[src/verilog/raster_expander_defs.vh]
/*
  Constants for the raster bit expander: field codes, scan encoding, counts.
  Assumes plain Verilog-2005 tools; included by bare name from design files.
*/
// Function
// - Each raster byte is eight pixel selectors, one bit per pixel.
// - Bits within a byte are used from bit seven down to bit zero.
// - Byte order flag zero takes upper byte first, one takes lower first.
// - Swap and additive both zero: one bits foreground, zero bits background.
// - Swap flag one exchanges foreground and background roles.
// - Additive with zero bit skips the write but still steps one pixel.
// - No write ever lands outside the rectangular window.
// - At a window edge the rest of the byte is dropped.
// - Primary and secondary step directions come from the scan setting.
// - Without an explicit start, the first pixel follows from the scan setting.
// - Scale down uses bits 7,5,3,1 at 2:1 and bits 7,3 at 4:1.
// - With scaling installed the scale setting sets bits per pixel.
// - Address mode 01 offsets second offset, window and start by first offset.
// - Address mode 10 offsets window and start by second offset.
// - Only planes enabled by the plane mask are written.
// - Byte count from 0 to 65535, odd counts allowed.
// - Two bytes per word, both used before the next word is fetched.
`ifndef RASTER_EXPANDER_DEFS_VH
`define RASTER_EXPANDER_DEFS_VH

`define AMODE_ABS       2'h0
`define AMODE_OFS1      2'h1
`define AMODE_OFS2      2'h2

`define SCALE_1TO1      2'h0
`define SCALE_2TO1      2'h1
`define SCALE_4TO1      2'h2

// Scan bits: [0] x decrements, [1] y decrements, [2] primary axis is y
`define SCAN_XDEC_BIT   0
`define SCAN_YDEC_BIT   1
`define SCAN_YPRI_BIT   2

`define BYTE_MSB        3'h7
`define FIFO_DEPTH_DEF  16
`define COORD_W_DEF     16
`define PIX_W_DEF       12

`endif

[src/verilog/raster_word_mem.v]
/*
  Small dual-port word store for the raster FIFO, registered read data.
  Assumes a single clock domain and a caller that never reads and writes
  the same slot in one cycle with an expectation of bypass.
*/
`timescale 1ns/10ps
module raster_word_mem #(
  parameter WIDTH = 16,
  parameter AW    = 4
) (
  // Clock
  input  wire             i_sys_clk,
  input  wire             i_ce,
  // Write side
  input  wire             i_wr_en,
  input  wire [AW-1:0]    i_wr_addr,
  input  wire [WIDTH-1:0] i_wr_data,
  // Read side
  input  wire             i_rd_en,
  input  wire [AW-1:0]    i_rd_addr,
  output reg  [WIDTH-1:0] o_rd_data
);
  reg [WIDTH-1:0] mem_reg [0:(1<<AW)-1];

  // No reset on the array: contents are only read after being written
  always @(posedge i_sys_clk) begin
    if (i_ce && i_wr_en) begin
      mem_reg[i_wr_addr] <= i_wr_data;
    end
    if (i_ce && i_rd_en) begin
      o_rd_data <= mem_reg[i_rd_addr];
    end
  end
endmodule // raster_word_mem

[src/verilog/raster_word_fifo.v]
/*
  Synchronous FIFO of raster data words with valid/ready on both sides.
  Assumes one clock; the read data appears one cycle after a pop request
  is taken into the output register, so output is a one-entry skid stage.
*/
`timescale 1ns/10ps
module raster_word_fifo #(
  parameter WIDTH = 16,
  parameter AW    = 4
) (
  // Clock and reset
  input  wire             i_sys_clk,
  input  wire             i_arst_n,
  input  wire             i_ce,
  input  wire             i_flush,
  // Fill side
  input  wire             i_in_valid,
  output wire             o_in_ready,
  input  wire [WIDTH-1:0] i_in_data,
  // Drain side
  output reg              o_out_valid,
  input  wire             i_out_ready,
  output wire [WIDTH-1:0] o_out_data
);
  localparam [AW:0] DEPTH = 1 << AW;

  reg  [AW:0] wr_ptr_reg;
  reg  [AW:0] rd_ptr_reg;
  reg         in_ready_reg;
  wire [AW:0] used    = wr_ptr_reg - rd_ptr_reg;
  wire        empty   = (used == {(AW+1){1'b0}});
  wire        push    = i_in_valid && in_ready_reg;
  // Refill the output stage when it is empty or being drained
  wire        pop     = !empty && (!o_out_valid || i_out_ready);
  // Ready comes from a flop, so it is worked out from the next pointers
  wire [AW:0] wr_ptr_next = wr_ptr_reg + {{AW{1'b0}}, push};
  wire [AW:0] rd_ptr_next = rd_ptr_reg + {{AW{1'b0}}, pop};
  wire        full_next   = ((wr_ptr_next - rd_ptr_next) == DEPTH);

  assign o_in_ready = in_ready_reg;

  raster_word_mem #(
    .WIDTH (WIDTH),
    .AW    (AW)
  ) u_mem (
    .i_sys_clk (i_sys_clk),
    .i_ce      (i_ce),
    .i_wr_en   (push),
    .i_wr_addr (wr_ptr_reg[AW-1:0]),
    .i_wr_data (i_in_data),
    .i_rd_en   (pop),
    .i_rd_addr (rd_ptr_reg[AW-1:0]),
    .o_rd_data (o_out_data)
  );

  always @(posedge i_sys_clk or negedge i_arst_n) begin
    if (!i_arst_n) begin
      wr_ptr_reg  <= {(AW+1){1'b0}};
      rd_ptr_reg  <= {(AW+1){1'b0}};
      o_out_valid <= 1'b0;
      in_ready_reg <= 1'b0;
    end else if (i_ce) begin
      if (i_flush) begin
        wr_ptr_reg  <= {(AW+1){1'b0}};
        rd_ptr_reg  <= {(AW+1){1'b0}};
        o_out_valid <= 1'b0;
        in_ready_reg <= 1'b1;
      end else begin
        in_ready_reg <= !full_next;
        if (push) begin
          wr_ptr_reg <= wr_ptr_reg + 1'b1;
        end
        if (pop) begin
          rd_ptr_reg  <= rd_ptr_reg + 1'b1;
          o_out_valid <= 1'b1;
        end else if (i_out_ready) begin
          o_out_valid <= 1'b0;
        end
      end
    end
  end
endmodule // raster_word_fifo

[src/verilog/raster_bit_expander.v]
/*
  Raster bit expander: takes an instruction setup and a stream of 16-bit
  raster words, and turns each bit into a windowed pixel write.
  Assumes the host presents setup values stable while i_start pulses, and
  that the memory side accepts a write whenever o_wr_valid and i_wr_ready.
*/
`timescale 1ns/10ps
`include "raster_expander_defs.vh"
module raster_bit_expander #(
  parameter CW      = `COORD_W_DEF,
  parameter PW      = `PIX_W_DEF,
  parameter FIFO_AW = 4
) (
  // Clock, reset, enable
  input  wire          i_sys_clk,
  input  wire          i_arst_n,
  input  wire          i_ce,
  // Instruction setup, sampled on i_start
  input  wire          i_start,
  input  wire          i_additive_flag,
  input  wire          i_colour_swap_flag,
  input  wire          i_byte_order_flag,
  input  wire [1:0]    i_address_mode_field,
  input  wire [2:0]    i_scan,
  input  wire [1:0]    i_scale_x,
  input  wire [1:0]    i_scale_y,
  input  wire          i_scale_installed,
  input  wire [PW-1:0] i_foreground,
  input  wire [PW-1:0] i_background,
  input  wire [PW-1:0] i_plane_mask,
  input  wire [CW-1:0] i_ofs1_x,
  input  wire [CW-1:0] i_ofs1_y,
  input  wire          i_ofs2_given,
  input  wire [CW-1:0] i_ofs2_x,
  input  wire [CW-1:0] i_ofs2_y,
  input  wire [CW-1:0] i_win_x0,
  input  wire [CW-1:0] i_win_y0,
  input  wire [CW-1:0] i_win_x1,
  input  wire [CW-1:0] i_win_y1,
  input  wire          i_start_given,
  input  wire [CW-1:0] i_start_x,
  input  wire [CW-1:0] i_start_y,
  input  wire [15:0]   i_byte_count,
  // Raster data words
  input  wire          i_data_valid,
  output wire          o_data_ready,
  input  wire [15:0]   i_data,
  // Refresh memory writes
  output reg           o_wr_valid,
  input  wire          i_wr_ready,
  output reg  [CW-1:0] o_wr_x,
  output reg  [CW-1:0] o_wr_y,
  output reg  [PW-1:0] o_wr_value,
  output reg  [PW-1:0] o_wr_plane_mask,
  // Status
  output reg           o_busy,
  output reg           o_done
);
  localparam [1:0] ST_IDLE = 2'h0;
  localparam [1:0] ST_LOAD = 2'h1;
  localparam [1:0] ST_BITS = 2'h2;

  // Is bit idx used under the given scale; 2:1 keeps odd bits, 4:1 keeps 7 and 3
  function bit_used;
    input [1:0] scale;
    input [2:0] idx;
    begin
      case (scale)
        `SCALE_2TO1: bit_used = idx[0];
        `SCALE_4TO1: bit_used = (idx[1:0] == 2'h3);
        default:     bit_used = 1'b1;
      endcase
    end
  endfunction

  reg  [1:0]    state_reg;
  reg           additive_reg;
  reg           swap_reg;
  reg           order_reg;
  reg  [2:0]    scan_reg;
  reg  [1:0]    scale_reg;
  reg  [PW-1:0] fg_reg;
  reg  [PW-1:0] bg_reg;
  reg  [CW-1:0] wx0_reg;
  reg  [CW-1:0] wy0_reg;
  reg  [CW-1:0] wx1_reg;
  reg  [CW-1:0] wy1_reg;
  reg  [CW-1:0] cx_reg;
  reg  [CW-1:0] cy_reg;
  reg  [16:0]   bytes_left_reg;
  reg  [15:0]   word_reg;
  reg           second_reg;
  reg  [2:0]    bit_reg;

  // Address-mode offsets applied to setup values
  reg  [CW-1:0] o2x;
  reg  [CW-1:0] o2y;
  reg  [CW-1:0] ax;
  reg  [CW-1:0] ay;
  always @* begin
    o2x = i_ofs2_x;
    o2y = i_ofs2_y;
    ax  = {CW{1'b0}};
    ay  = {CW{1'b0}};
    if (i_address_mode_field == `AMODE_OFS1) begin
      ax = i_ofs1_x;
      ay = i_ofs1_y;
      if (i_ofs2_given) begin
        o2x = i_ofs2_x + i_ofs1_x;
        o2y = i_ofs2_y + i_ofs1_y;
      end
    end else if (i_address_mode_field == `AMODE_OFS2) begin
      ax = i_ofs2_x;
      ay = i_ofs2_y;
    end
  end

  wire [CW-1:0] n_wx0 = i_win_x0 + ax;
  wire [CW-1:0] n_wy0 = i_win_y0 + ay;
  wire [CW-1:0] n_wx1 = i_win_x1 + ax;
  wire [CW-1:0] n_wy1 = i_win_y1 + ay;
  wire          unused_o2 = ^{o2x, o2y};

  // Implicit start is the window corner the scan begins from
  wire [CW-1:0] def_x = i_scan[`SCAN_XDEC_BIT] ? n_wx1 : n_wx0;
  wire [CW-1:0] def_y = i_scan[`SCAN_YDEC_BIT] ? n_wy1 : n_wy0;

  // Scan-driven stepping
  wire xdec = scan_reg[`SCAN_XDEC_BIT];
  wire ydec = scan_reg[`SCAN_YDEC_BIT];
  wire ypri = scan_reg[`SCAN_YPRI_BIT];
  wire [CW-1:0] x_step = xdec ? cx_reg - 1'b1 : cx_reg + 1'b1;
  wire [CW-1:0] y_step = ydec ? cy_reg - 1'b1 : cy_reg + 1'b1;
  wire x_edge = xdec ? (cx_reg == wx0_reg) : (cx_reg == wx1_reg);
  wire y_edge = ydec ? (cy_reg == wy0_reg) : (cy_reg == wy1_reg);
  wire pri_edge = ypri ? y_edge : x_edge;
  wire [CW-1:0] x_wrap = xdec ? wx1_reg : wx0_reg;
  wire [CW-1:0] y_wrap = ydec ? wy1_reg : wy0_reg;

  wire in_win = (cx_reg >= wx0_reg) && (cx_reg <= wx1_reg) &&
                (cy_reg >= wy0_reg) && (cy_reg <= wy1_reg);

  // Current byte according to byte order
  wire [7:0] cur_byte = (second_reg ^ order_reg) ? word_reg[7:0] : word_reg[15:8];
  wire       cur_bit  = cur_byte[bit_reg];
  wire       use_bit  = bit_used(scale_reg, bit_reg);
  // A skipped scaled bit at the edge must not end the byte before the edge pixel
  wire       last_bit = (bit_reg == 3'h0) || (use_bit && pri_edge);
  wire [PW-1:0] one_val  = swap_reg ? bg_reg : fg_reg;
  wire [PW-1:0] zero_val = swap_reg ? fg_reg : bg_reg;
  wire          do_write = use_bit && in_win && (cur_bit || !additive_reg);

  wire stall     = o_wr_valid && !i_wr_ready;
  wire fifo_v;
  wire [15:0] fifo_d;
  wire fifo_take = (state_reg == ST_LOAD) && fifo_v;

  raster_word_fifo #(
    .WIDTH (16),
    .AW    (FIFO_AW)
  ) u_fifo (
    .i_sys_clk   (i_sys_clk),
    .i_arst_n    (i_arst_n),
    .i_ce        (i_ce),
    .i_flush     (i_start),
    .i_in_valid  (i_data_valid),
    .o_in_ready  (o_data_ready),
    .i_in_data   (i_data),
    .o_out_valid (fifo_v),
    .i_out_ready (fifo_take),
    .o_out_data  (fifo_d)
  );

  always @(posedge i_sys_clk or negedge i_arst_n) begin
    if (!i_arst_n) begin
      state_reg       <= ST_IDLE;
      additive_reg    <= 1'b0;
      swap_reg        <= 1'b0;
      order_reg       <= 1'b0;
      scan_reg        <= 3'h0;
      scale_reg       <= `SCALE_1TO1;
      fg_reg          <= {PW{1'b0}};
      bg_reg          <= {PW{1'b0}};
      wx0_reg         <= {CW{1'b0}};
      wy0_reg         <= {CW{1'b0}};
      wx1_reg         <= {CW{1'b0}};
      wy1_reg         <= {CW{1'b0}};
      cx_reg          <= {CW{1'b0}};
      cy_reg          <= {CW{1'b0}};
      bytes_left_reg  <= 17'h0_0000;
      word_reg        <= 16'h0000;
      second_reg      <= 1'b0;
      bit_reg         <= `BYTE_MSB;
      o_wr_valid      <= 1'b0;
      o_wr_x          <= {CW{1'b0}};
      o_wr_y          <= {CW{1'b0}};
      o_wr_value      <= {PW{1'b0}};
      o_wr_plane_mask <= {PW{1'b0}};
      o_busy          <= 1'b0;
      o_done          <= 1'b0;
    end else if (i_ce) begin
      o_done <= 1'b0;
      if (o_wr_valid && i_wr_ready) begin
        o_wr_valid <= 1'b0;
      end
      case (state_reg)
        ST_IDLE: begin
          if (i_start) begin
            additive_reg    <= i_additive_flag;
            swap_reg        <= i_colour_swap_flag;
            order_reg       <= i_byte_order_flag;
            scan_reg        <= i_scan;
            // Scale only when installed; the primary axis picks the ratio
            scale_reg       <= !i_scale_installed ? `SCALE_1TO1 :
                               (i_scan[`SCAN_YPRI_BIT] ? i_scale_y : i_scale_x);
            fg_reg          <= i_foreground;
            bg_reg          <= i_background;
            o_wr_plane_mask <= i_plane_mask;
            wx0_reg         <= n_wx0;
            wy0_reg         <= n_wy0;
            wx1_reg         <= n_wx1;
            wy1_reg         <= n_wy1;
            // Explicit start assumed inside the window by the host
            cx_reg          <= i_start_given ? i_start_x + ax : def_x;
            cy_reg          <= i_start_given ? i_start_y + ay : def_y;
            bytes_left_reg  <= {1'b0, i_byte_count};
            o_busy          <= (i_byte_count != 16'h0000);
            o_done          <= (i_byte_count == 16'h0000) | unused_o2 & 1'b0;
            state_reg       <= (i_byte_count != 16'h0000) ? ST_LOAD : ST_IDLE;
          end
        end
        ST_LOAD: begin
          if (fifo_v) begin
            word_reg   <= fifo_d;
            second_reg <= 1'b0;
            bit_reg    <= `BYTE_MSB;
            state_reg  <= ST_BITS;
          end
        end
        ST_BITS: begin
          // Hold position while the memory side back-pressures
          if (!stall) begin
            if (do_write) begin
              o_wr_valid <= 1'b1;
              o_wr_x     <= cx_reg;
              o_wr_y     <= cy_reg;
              o_wr_value <= cur_bit ? one_val : zero_val;
            end
            if (use_bit) begin
              if (pri_edge) begin
                // Secondary step and wrap of the primary coordinate
                if (ypri) begin
                  cy_reg <= y_wrap;
                  cx_reg <= x_step;
                end else begin
                  cx_reg <= x_wrap;
                  cy_reg <= y_step;
                end
              end else if (ypri) begin
                cy_reg <= y_step;
              end else begin
                cx_reg <= x_step;
              end
            end
            if (last_bit || (use_bit && pri_edge)) begin
              bit_reg        <= `BYTE_MSB;
              bytes_left_reg <= bytes_left_reg - 1'b1;
              if (bytes_left_reg == 17'h0_0001) begin
                // Odd count: trailing byte of the last word is dropped
                state_reg <= ST_IDLE;
                o_busy    <= 1'b0;
                o_done    <= 1'b1;
              end else if (second_reg) begin
                state_reg <= ST_LOAD;
              end else begin
                second_reg <= 1'b1;
              end
            end else begin
              bit_reg <= bit_reg - 1'b1;
            end
          end
        end
        default: state_reg <= ST_IDLE;
      endcase
    end
  end
endmodule // raster_bit_expander

[config.mk]
export PLATFORM = sky130hd
export DESIGN_NAME = raster_bit_expander
export DESIGN_NICKNAME = d
export VERILOG_FILES = /design/src/verilog/raster_word_mem.v /design/src/verilog/raster_word_fifo.v /design/src/verilog/raster_bit_expander.v
export VERILOG_INCLUDE_DIRS = /design/src /design/src/verilog
export SDC_FILE = /design/constraint.sdc
export NUM_CORES = 1
export LEC_CHECK = 0
export BUFFER_PORTS_ARGS = -buffer_cell sky130_fd_sc_hd__clkbuf_2
export CAP_MARGIN = 20
export CORE_ASPECT_RATIO = 0.6
export CORE_UTILIZATION = 55
export CTS_CLUSTER_DIAMETER = 80
export DETAILED_ROUTE_END_ITERATION = 10
export PLACE_DENSITY_LB_ADDON = 0.25
export SLEW_MARGIN = 30
export SYNTH_ARGS = -nofsm -noshare
export SYNTH_HDL_FRONTEND = slang
export SYNTH_HIERARCHICAL = 1
export SYNTH_SLANG_ARGS = --single-unit
[constraint.sdc]
create_clock -name i_sys_clk -period 4.9 [get_ports i_sys_clk]
set_input_delay 0.245 -clock i_sys_clk [delete_from_list [all_inputs] [get_ports i_sys_clk]]
set_output_delay 0.245 -clock i_sys_clk [all_outputs]
set_load 0.03 [all_outputs]
==> run summary <==
## Synthesis
- 29300 µm² — netlist area before placement
- 2649 — post-synthesis instance total
- 85 — number of distinct library cell variants in the gate-level netlist after synthesis
- 3111 — Synthesized Nets
- 11.0 µm² — synthesized area per cell
- 6 — number of warning messages in the yosys log
- 510 — FF+latch count, synth
- 46.7% — Synth async-reset ratio
- edfxtp_1 — flip-flop cell with the highest count after synthesis
- 48.3% — sequential fraction of the synthesis area
- 272 — number of flops mapped to enable cells by yosys

## Setup path
- register — element type at the critical path end
- register to register — Critical Setup Path Class
- 21 — critical-path maximum fanout
- cy_reg[14] — worst flop-to-flop path endpoint
- 10 — worst reg2reg path depth
- 5.41 ns — required time of the critical path
- 4.73 ns — Crit path arrival time
- cx_reg[15] — R2R Path Start
- 0.68 ns — reg2reg setup slack
- cx_reg[15] — critical path startpoint
- register — startpoint types

## Drt
- 2739 — Detailed Route Iter0 Violations
- 0 — post-route antenna net violation count
- 0 — number of DRC violations after detailed routing
- 6 — number of optimization iterations in the first detailed-route pass
- 6.25 — routed via count divided by cell count
- 23.7 µm — routed len/inst
- 23371 — vias after detailed routing
- 88800 µm — Routed Wire Length

## Clock tree
- 47 — TritonCTS Buffers
- 2 — # H-tree levels
- 510 — count of clock tree sinks
- clkbuf_16 — master cell of the clock root buffer
- 0.60 ns — Skew-Pair Late Insertion Delay
- 0.07 ns — clock-pin slew reported for the worst setup and hold paths after clock tree synthesis
- yes — clock tree from TritonCTS
- 3 — largest buffer count on any clock path
- 0 — total of cells resized after clock tree synthesis

## Global route
- 32.5% — total track usage
- 117 — maximum number of pins on one net before global-route repair
- 133000 µm — first-pass GRT wire length
- 0 — aggregate global routing overflow
- 22352 — number of global-route vias before repair
- 4 — initial antenna violation count

## Finish
- nand2_1 (347), clkbuf_2 (306), edfxtp_1 (272) — commonest cells after routing, fill and taps aside
- 33800 µm² — post-route standard cell area excluding fillers
- 4026 — # fillers
- 3457 — layout net count
- nand2_1 — most common library cell in the layout ignoring fill and taps
- 15.5% — post-synthesis to final-layout area growth
- 256 — flip-flop count of the largest register, all copies and words added
- 19.7% — fraction of layout instances using a drive strength above 1

## Pwr
- 562 nW/µm² — areal power density over the cells
- 14.5 nW — leak pwr
- 0.000347 V — IR drop worst, VDD

## Timing
- 0.0371 ns — Min Hold Slack
- 0.0404 ns — final setup skew
- 0 ns — setup total negative slack
- 1.18 ns — slew of the pin with the lowest slew margin
- 86.2% — period utilization
- 4.22 ns — Min Clock Period, post-route
- 0 — final count of hold timing violations
- no — setup repair after global routing missed its margin
- 0 — setup-violating endpoint count in the final report
- 0 — Pins Over Slew Limit
- 20.3% — max-slew headroom at the worst pin
- 237 MHz — maximum frequency from static timing analysis
- 0.677 ns — final worst setup slack

## Die
- 54200 µm² — die area
- 181 µm — chip height
- 55.7% — effective utilization at floorplan
- 52500 µm² — core region area
- 309 — I/O pin total
- 65 — standard-cell row count
- 300 µm — width of the die

## Placement
- 1.00 — weighted congestion at the end of routability-driven global placement
- 0.855 ns — worst setup slack before clock tree synthesis
- 64500 µm — HPWL after detailed placement
- 307 — input/output buffers
- 31600 µm² — area post-placement

## Worst hold path
- bytes_left_reg[10] — worst min-delay path endpoint
- i_byte_count[10] — startpoint of the lowest-slack hold path
- primary input to register — Hold Path Class
- 3 — instance count along the most critical hold path

## Job
- 0 — max-cap viol count

## Status
- complete, no violations — status

==> power breakdown <==
group / switching, W / internal (W)
Combinational: 0.00503 / 0.00345
Sequential: 0.00106 / 0.00560
Clock: 0.00170 / 0.00215
==> what timing repair did <==
item                                   4_1_cts  5_1_grt
buffers inserted                             0        0
hold buffers                                55        0
endpoints found under the hold margin      152        0
==> layer usage <==
metal	global-route usage, %	vias up	wire length [µm]
li1	-	10508	-
met1	50.7	11442	38900
met4	6.47	0	1590
met5	0	-	0
met3	8.32	119	10900
met2	45.5	1302	37400
==> worst max path at each step <==
stage                     slack (ns)  cells past startpoint    endpoint
after floorplan                 1.46                     16  cy_reg[14]
after global placement          0.99                     15  cy_reg[12]
after detailed placement        0.85                     15  cx_reg[15]
after CTS                       0.86                     10  cy_reg[14]
after global routing            0.53                     10  cy_reg[14]
final                           0.68                     10  cy_reg[14]
==> layout make-up <==
type / count / area, µm² / share of cell area (%)
Antenna cell: 4 / 10.0 / 0.0296
Clock buffer: 62 / 1280 / 3.79
Clock inverter: 26 / 349 / 1.03
Inverter: 131 / 492 / 1.46
Multi-Input combinational cell: 1901 / 14200 / 41.9
Sequential cell: 510 / 14100 / 41.8
Tap cell: 703 / 880 / 2.60
Timing Repair Buffer: 404 / 2470 / 7.32
==> through the flow <==
step	std cells	power [W]	utilization [%]
2_1_floorplan	2649	0.0124	-
3_3_place_gp	3593	0.0145	60.1
3_5_place_dp	3593	0.0149	60.1
4_1_cts	3736	0.0188	64.2
5_1_grt	3740	0.0201	64.3
6_report	3741	0.0190	64.3
==> worst max-delay path, cell delays in order (launching register included) <==
cell      delay, ns
dfrtp_1        0.47
ha_1           0.36
nand4_1        0.21
nor4_1         0.63
nand2_1        0.25
a31oi_1        0.28
nor2_1         0.08
or2_2          0.51
nor2_1         0.53
a21boi_0       0.61
a2111o_1       0.19
==> Yosys cell counts, types with 37 or more instances <==
library cell / n / area share (%)
o21ai_0: 175 / 3.0
a21oi_1: 139 / 2.4
inv_1: 131 / 1.7
edfxtp_1: 272 / 28
nand2_1: 348 / 4.5
a22oi_1: 40 / 1.0
o211ai_1: 37 / 0.95
ha_1: 202 / 8.6
mux2_2: 77 / 3.0
dfrtp_1: 235 / 20
nand3_1: 57 / 0.98
clkbuf_1: 77 / 0.99
nor2_1: 146 / 1.9
xor2_1: 50 / 1.5
xnor2_1: 58 / 1.7
a21o_1: 43 / 1.1
mux4_2: 55 / 4.2
nor3_1: 51 / 0.87
==> logic make-up (layout without fill, tap and decap cells) <==
logic type | after synthesis | in the layout | share of synthesized area (%)
XOR/XNOR | 110 | 110 | 3.34
flip-flops | 510 | 510 | 48.3
AO/OA/AOI/OAI | 642 | 642 | 14.2
buffers and inverters | 238 | 623 | 3.51
other | 0 | 4 | 0
multiplexers | 179 | 179 | 9.60
AND/OR/NAND/NOR | 757 | 757 | 11.7
adder cells (fa/ha/maj) | 213 | 213 | 9.39
Note: power is estimated with default switching activity, not from simulation.
